$ cat src/nt_act_defs.sv
// Package of state and signal codes, plus the hold-off timer module
package nt_act_pkg;
   // Activation states of the network termination
   typedef enum logic [2:0] {
      NT_READY    = 3'h1,
      NT_TRAINING = 3'h2,
      NT_WAIT_T   = 3'h3,
      NT_WAIT_DV  = 3'h4,
      NT_STEADY   = 3'h5,
      NT_TE_ACT   = 3'h6,
      NT_PEND_DEA = 3'h7
   } nt_state_t;

   // Signal sent toward the terminal
   typedef enum logic [1:0] {
      TE_SIG_I0   = 2'h0,
      TE_SIG_I2   = 2'h1,
      TE_SIG_I4   = 2'h2,
      TE_SIG_NONE = 2'h3
   } te_sig_t;

   // Event input bit positions
   localparam int EV_LT_ACT = 0;
   localparam int EV_SYNC_OK = 1;
   localparam int EV_INFO3 = 2;
   localparam int EV_DATA_VALID = 3;
   localparam int EV_TE_ACT = 4;
   localparam int EV_SYNC_LOST = 5;
   localparam int EV_NO_LINE = 6;
   localparam int EV_COUNT = 7;

   // Timing
   localparam int CLOCK_HZ = 10000000;
   localparam int DEACT_TIMEOUT_US = 65000;
   // Longest time rounds down to whole cycles
   localparam int DEACT_TIMEOUT_CYC =
      int'((64'(DEACT_TIMEOUT_US) * 64'(CLOCK_HZ)) / 64'd1000000);
   localparam int TIMER_W = 20;

   // Reset values
   localparam nt_state_t STATE_RST = NT_READY;
   localparam te_sig_t TE_SIG_RST = TE_SIG_I0;
endpackage

`timescale 1ns/100ps
// Counts while run is high; done_r rises after limit cycles
module nt_hold_timer
   import nt_act_pkg::*;
#(
   parameter logic [TIMER_W-1:0] LIMIT = TIMER_W'(DEACT_TIMEOUT_CYC)
) (
   input wire logic clock,
   input wire logic reset,
   input wire logic run,
   output logic done_r
);
   logic [TIMER_W-1:0] count_r;
   logic [TIMER_W-1:0] count_nxt;
   logic done_nxt;

   // Counter clears whenever run drops
   always_comb begin
      count_nxt = count_r;
      done_nxt = done_r;
      if (!run) begin
         count_nxt = '0;
         done_nxt = 1'b0;
      end else if (count_r < LIMIT - TIMER_W'(1)) begin
         count_nxt = count_r + TIMER_W'(1);
      end else begin
         done_nxt = 1'b1;
      end
   end

   always_ff @(posedge clock) begin
      if (reset) begin
         count_r <= '0;
         done_r <= 1'b0;
      end else begin
         count_r <= count_nxt;
         done_r <= done_nxt;
      end
   end
endmodule

$ cat src/nt_activation.sv
// Network termination activation and deactivation state machine
`timescale 1ns/100ps
module nt_activation
   import nt_act_pkg::*;
#(
   parameter int DEACT_CYCLES = DEACT_TIMEOUT_CYC
) (
   input wire logic clock,
   input wire logic reset,
   input wire logic lt_act_req,
   input wire logic sync_ok,
   input wire logic info3_rx,
   input wire logic data_valid,
   input wire logic te_act_req,
   input wire logic sync_lost,
   input wire logic no_line_signal,
   output nt_state_t state_r,
   output te_sig_t te_sig_r,
   output logic synced_r,
   output logic terminate_r
);
   // Event pins as one vector, then two flop stages per pin
   // Every pin is level sensitive: a held pin acts on each cycle
   logic [EV_COUNT-1:0] ev_raw;
   logic [EV_COUNT-1:0] meta_r;
   logic [EV_COUNT-1:0] ev_r;
   nt_state_t state_nxt;
   te_sig_t te_sig_nxt;
   logic synced_nxt;
   logic terminate_nxt;
   logic timer_run;
   logic timer_done;

   // Gather pin events into one vector
   assign ev_raw[EV_LT_ACT] = lt_act_req;
   assign ev_raw[EV_SYNC_OK] = sync_ok;
   assign ev_raw[EV_INFO3] = info3_rx;
   assign ev_raw[EV_DATA_VALID] = data_valid;
   assign ev_raw[EV_TE_ACT] = te_act_req;
   assign ev_raw[EV_SYNC_LOST] = sync_lost;
   assign ev_raw[EV_NO_LINE] = no_line_signal;

   // Two-flop synchronisers, one per event pin
   // Only the second stage feeds the state table, so a pin that
   // changes near a clock edge cannot split the state decode
   // Each event reaches the table one edge after the pin is sampled
   genvar gi;
   generate
      for (gi = 0; gi < EV_COUNT; gi++) begin : g_sync
         always_ff @(posedge clock) begin
            if (reset) begin
               meta_r[gi] <= 1'b0;
               ev_r[gi] <= 1'b0;
            end else begin
               meta_r[gi] <= ev_raw[gi];
               ev_r[gi] <= meta_r[gi];
            end
         end
      end
   endgenerate

   // Hold-off timer runs while pending deactivation
   // It restarts from zero on every entry into pending deactivation
   // Failed activation is not timed here; only loss of sync starts it
   assign timer_run = (state_r == NT_PEND_DEA);

   nt_hold_timer #(
      .LIMIT(TIMER_W'(DEACT_CYCLES))
   ) u_timer (
      .clock(clock),
      .reset(reset),
      .run(timer_run),
      .done_r(timer_done)
   );

   // Each state acts on a few events only; any other event is either
   // no-change or impossible and falls through to hold the state.
   // Loss of sync outranks the advancing event in states 2..4, so a
   // sync drop during training never lands in a later state.
   // In ready, a line request outranks a terminal request when both
   // arrive together; training is the common next step either way.
   // Pending deactivation leaves only on loss of line signal; the
   // hold-off timer only flags that operation should end.
   // Next-state table; unlisted events keep the state
   always_comb begin
      state_nxt = state_r;
      unique case (state_r)
         // Ready: line or terminal request starts activation
         NT_READY: begin
            if (ev_r[EV_LT_ACT]) begin
               state_nxt = NT_TRAINING;
            end else if (ev_r[EV_TE_ACT]) begin
               state_nxt = NT_TE_ACT;
            end
         end
         // Training: sync achieved or lost
         NT_TRAINING: begin
            if (ev_r[EV_SYNC_LOST]) begin
               state_nxt = NT_PEND_DEA;
            end else if (ev_r[EV_SYNC_OK]) begin
               state_nxt = NT_WAIT_T;
            end
         end
         // Waiting for the terminal's answer
         NT_WAIT_T: begin
            if (ev_r[EV_SYNC_LOST]) begin
               state_nxt = NT_PEND_DEA;
            end else if (ev_r[EV_INFO3]) begin
               state_nxt = NT_WAIT_DV;
            end
         end
         // Waiting for data valid
         NT_WAIT_DV: begin
            if (ev_r[EV_SYNC_LOST]) begin
               state_nxt = NT_PEND_DEA;
            end else if (ev_r[EV_DATA_VALID]) begin
               state_nxt = NT_STEADY;
            end
         end
         // Steady state: only loss of sync acts
         NT_STEADY: begin
            if (ev_r[EV_SYNC_LOST]) begin
               state_nxt = NT_PEND_DEA;
            end
         end
         // Terminal-initiated: wait for the line request
         NT_TE_ACT: begin
            if (ev_r[EV_LT_ACT]) begin
               state_nxt = NT_TRAINING;
            end
         end
         // Pending deactivation: wait for the line to go quiet
         NT_PEND_DEA: begin
            // Terminal request ignored here
            if (ev_r[EV_NO_LINE]) begin
               state_nxt = NT_READY;
            end
         end
         default: begin
            state_nxt = STATE_RST;
         end
      endcase
   end

   // Signal toward terminal follows the next state
   always_comb begin
      unique case (state_nxt)
         NT_READY: te_sig_nxt = TE_SIG_I0;
         NT_TRAINING: te_sig_nxt = TE_SIG_I0;
         NT_WAIT_T: te_sig_nxt = TE_SIG_I2;
         NT_WAIT_DV: te_sig_nxt = TE_SIG_I2;
         NT_STEADY: te_sig_nxt = TE_SIG_I4;
         NT_TE_ACT: te_sig_nxt = TE_SIG_I0;
         NT_PEND_DEA: te_sig_nxt = TE_SIG_NONE;
         default: te_sig_nxt = TE_SIG_I0; // Illegal code
      endcase
   end

   // Synchronized flag for states 3..5
   always_comb begin
      unique case (state_nxt)
         NT_WAIT_T: synced_nxt = 1'b1;
         NT_WAIT_DV: synced_nxt = 1'b1;
         NT_STEADY: synced_nxt = 1'b1;
         default: synced_nxt = 1'b0;
      endcase
   end

   // Operation ends once the hold-off expires in state 7
   // The flag drops in the same cycle the state leaves state 7
   always_comb begin
      terminate_nxt = timer_done && (state_nxt == NT_PEND_DEA);
   end

   // State and output registers
   // All outputs update on one edge, so they never disagree
   // Reset value is ready for activation, sending I0
   always_ff @(posedge clock) begin
      if (reset) begin
         state_r <= STATE_RST;
         te_sig_r <= TE_SIG_RST;
         synced_r <= 1'b0;
         terminate_r <= 1'b0;
      end else begin
         state_r <= state_nxt;
         te_sig_r <= te_sig_nxt;
         synced_r <= synced_nxt;
         terminate_r <= terminate_nxt;
      end
   end
endmodule

$ cat config.mk
export PLATFORM = sky130hd
export DESIGN_NAME = nt_activation
export DESIGN_NICKNAME = d
export VERILOG_FILES = /design/src/nt_act_defs.sv /design/src/nt_activation.sv
export SDC_FILE = /design/constraint.sdc
export NUM_CORES = 1
export LEC_CHECK = 0
export ABC_CLOCK_PERIOD_IN_PS = 2200
export BUFFER_PORTS_ARGS = -buffer_cell sky130_fd_sc_hd__buf_2
export CAP_MARGIN = 5
export CORE_UTILIZATION = 35
export CTS_BUF_LIST = sky130_fd_sc_hd__clkbuf_8
export DETAILED_ROUTE_END_ITERATION = 8
export MAX_ROUTING_LAYER = met4
export PLACE_DENSITY = 0.6
export SETUP_SLACK_MARGIN = 0.3
export SLEW_MARGIN = 20
export SYNTH_ARGS = -nofsm -noshare
export SYNTH_HDL_FRONTEND = slang
export SYNTH_SLANG_ARGS = --single-unit
$ cat constraint.sdc
create_clock -name clock -period 2.2 [get_ports clock]
set_clock_uncertainty 0.15 [all_clocks]
set_input_delay 0.22 -clock clock [delete_from_list [all_inputs] [get_ports clock]]
set_output_delay 0.22 -clock clock [all_outputs]
set_load 0.005 [all_outputs]
==> run summary <==
Based on the critical path, the design can be clocked at up to 0.5405 GHz. Traced cell by cell, the critical path runs through or4b_4, o21a_1, o21ai_2, buf_4, xor2_1, nor2_1. Ranked by total cell area, the synthesized netlist is headed by sky130_fd_sc_hd__dfxtp_1 47%, sky130_fd_sc_hd__nor2b_1 6.3%, sky130_fd_sc_hd__nor2_1 4.8%. The worst setup path is of the register to register kind.

For this design, the sink count on the clock tree is 42. The fraction of synthesized cell area in xor and xnor cells was 6.319%; the time the final worst path needs with I/O delays and setup was 1.850 ns. The ratio of routed vias to standard cells came out at 4.824. The combinational family with the most area after synthesis was simple AND/OR/NAND/NOR gates. The arrival time at the worst endpoint is 1.87 ns. The slowest stage of the critical path belongs to the cell sky130_fd_sc_hd__or4b_4. The combined flip-flop and latch cell area was 853.3 um2; the slew at the pin with the worst max-slew slack was 0.4649 ns.

The die covers 5439 um2. The first-pass GRT wire length came out at 5.699 mm. The worst-skew pair later-pin latency was 0.29 ns; the data required time of the critical path was 2.22 ns.

The multi-input combinational cells in the finished layout cover a total of 967.2 um2. The final total negative setup slack was 0 ns. After Yosys synthesis, and, or, nand and nor cells account for 29.65% of the synthesized area. Number of global-route vias before repair: 1311.

After floorplanning, the core was divided into 25 placement rows. In this run the number of H-tree levels came out at 2. The type of the most critical hold path was input port to register. The proportion of register bits with asynchronous set or reset after synthesis is 0%. Counting every instance in the synthesized netlist gives 199. The run gives 209 as the number of nets produced by synthesis. The share of cell area taken by muxes after synthesis was 0.5556%.

Clock root buffer: sky130_fd_sc_hd__clkbuf_8. Adder-cell area share of the yosys netlist: 0.6944%. 16 I/O pins were placed. The floorplan die height is 73.75 um. Once the floorplan was initialized, standard cells occupied 37.16% of the core. Buffers plus inverters on the worst setup path: 1. The ratio of total power to cell area was 675.9 nW/um2; the clock transition at the registers of the reported paths was 0.08 ns. Summing the areas of all compound-gate instances in the mapped netlist gives 13.26% of the synthesized area. The area growth from synthesis to layout is 25.42%.

Across all layers, the routed design uses 1452 vias. Of the cells placed in the final design, the portion with a size suffix greater than 1 is 25.21%. The tools report the overall overflow remaining after global route as 0. For this run, the slowest stage of the critical path takes 0.55 ns. In this run the standard cell core region covers 4848 um2. After detailed routing, the number of remaining DRC violations is 0. The wire-length estimate of the detail-placed layout is 2.193 mm.

In the synthesized netlist the dominant register cell turns out to be sky130_fd_sc_hd__dfxtp_1. Once layout is complete, the utilization of the core stands at 46.61%. In the post-synthesis netlist, the cell with the most instances is sky130_fd_sc_hd__dfxtp_1.

Broken down by cell family, the worst path's largest delay share belongs to simple AND/OR/NAND/NOR gates. Kind of end point of the critical path: a register. VDD sags by at most 0.0003876 V. The leakage power summed over all cells is 0.8608 nW, and the largest fanout on the critical path is 3. Before antenna repair, the detailed router went through 4 iterations.

TritonCTS built the clock tree. Setup violations remaining at the end of the flow were counted as 0. The synthesized netlist occupies a cell area of 1802 um2. Final number of hold-violating endpoints: 0. Entering global routing, the biggest net connects 23 pins. Across the run, the number of max-cap violations was 0.

The tools report the remaining antenna violation count as 0. After synthesis, the most frequently instantiated cells are 42 x sky130_fd_sc_hd__dfxtp_1, 23 x sky130_fd_sc_hd__nor2_1, 18 x sky130_fd_sc_hd__nor2b_1. Setup repair after global routing could not meet its margin everywhere. The top cell type by area accounts for 46.67% of the synthesized area. The run finished with clean final reports. The logs give 46.67% for the sequential fraction of the synthesis area and 0.7991 for the final weighted congestion in routability-driven placement. After detailed routing, the total wire length is 3.384 mm. The logs give 5 for the clock buffer count from CTS and 0 for the number of diodes added for antenna fixing.

The post-synthesis register bit count was 42; the violation count after the first detailed-route iteration was 74. Initial antenna violation count: 0. For this run, the post-layout net count is 243. In this run the tightest slew margin relative to its limit is 68.86%. After layout, the worst path uses 84.10% of the clock period. sky130_fd_sc_hd__dfxtp_1 takes more of the synthesized area than any other cell. The run gives 47 as the number of distinct library cells after synthesis.

The count of filler cells inserted in the layout is 449, and the mean area per synthesized cell is 9.054 um2. Yosys printed 0 warnings. The floorplan step set the die width to 73.75 um. The kind of launch point of the worst setup path was a register.

In this run the tool buffered the top-level ports with 15 buffer cells. After detailed routing, the average wire length per cell comes to 11.24 um. The max-slew violation count is 0. In this run, synthesis inferred 0 flip-flops with an integrated enable. The tools report the maximum buffer depth of the clock tree as 2. The tools report the total routing resource utilization after global routing as 14.07%.
## cells in the final DEF (no fill, tap or decap), drive strengths merged, types with 2 or more instances in the layout
cell type / instances
a21oi: 10
a31o: 2
a31oi: 3
a41o: 2
and2: 2
and3: 4
buf: 25
clkbuf: 5
clkinv: 2
dfxtp: 42
dlygate4sd3: 7
inv: 7
nand2: 12
nand2b: 3
nand3: 5
nand4: 11
nor2: 23
nor2b: 18
nor3: 4
nor4: 6
o21a: 4
o21ai: 6
xnor2: 6
xor2: 7
## where the power goes
| group | switching (mW) | internal (mW) |
|---|---|---|
| clock | 0.256 | 0.334 |
| combinational | 0.0540 | 0.0703 |
| sequential | 0.0245 | 0.788 |
| total | 0.335 | 1.19 |
## layer usage
layer / up-vias / part of all wire, % / global-route usage [%]
met3: 2 / 3.2 / 4.115
met5: - / 0 / -
met4: 0 / 0.41 / 4.487
met2: 16 / 48 / 23.45
li1: 768 / - / -
met1: 666 / 48 / 16.19
## worst reg2reg max path: cells and delay by family, from the launching register on
| kind | cells | cell delay, ns |
|---|---|---|
| AO/OA/AOI/OAI | 2 | 0.38 |
| XOR/XNOR | 1 | 0.14 |
| buffers and inverters | 1 | 0.13 |
| flip-flops | 1 | 0.33 |
| AND/OR/NAND/NOR | 2 | 0.60 |
## cells by family after synthesis
logic type | count (synthesis)
simple gates | 95
flops | 42
compound gates | 34
xor+xnor | 13
buf+inv | 13
mux | 1
fa+ha+maj | 1
## state kept, by name, summed over array words and instances, names as in the netlist
name	count
ev_r	7
meta_r	7
state_r	3
synced_r	1
te_sig_r	2
terminate_r	1
u_timer.count_r	20
u_timer.done_r	1
## per-stage QoR
| step | std cells | power (mW) | setup slack, ns | area [um2] | hold WS (ns) |
|---|---|---|---|---|---|
| floorplan | 199 | 0.9085 | 0.3239 | 1802 | 0.1982 |
| global placement | 280 | 0.9432 | 0.2157 | 1973 | 0.2666 |
| detailed placement | 280 | 0.9447 | 0.1869 | 1973 | 0.2704 |
| CTS | 299 | 1.546 | 0.2471 | 2221 | 0.1615 |
| global route | 301 | 1.599 | 0.2909 | 2260 | 0.1811 |
| finish | 301 | 1.527 | 0.3499 | 2260 | 0.1634 |
## final timing paths
| kind | startpoint | end | slack (ns) | cells after the start |
|---|---|---|---|---|
| setup / recovery | u_timer.count_r[18] | u_timer.count_r[8] | 0.35 | 6 |
| hold / removal | reset | state_r[2] | 0.16 | 2 |
| setup reg to reg | u_timer.count_r[18] | u_timer.count_r[8] | 0.35 | 6 |
| hold reg to reg | meta_r[6] | ev_r[6] | 0.29 | 1 |
## layout make-up
| class | count | share of cell area (%) |
|---|---|---|
| inverter | 7 | 1.163 |
| sequential | 42 | 37.76 |
| tap | 67 | 3.710 |
| multi-input combinational | 145 | 42.80 |
| clock inverter | 3 | 1.772 |
| timing repair buffer | 32 | 9.745 |
| clock buffer | 5 | 3.045 |
## timing repair
item	CTS	global route
setup endpoints to repair	9	18
endpoints found under the hold margin	7	0
resized for setup	12	7
buffers inserted	4	1
cloned	0	1
pin swaps	7	3
hold buffers	7	0
Note: power is estimated with default switching activity, not from simulation.
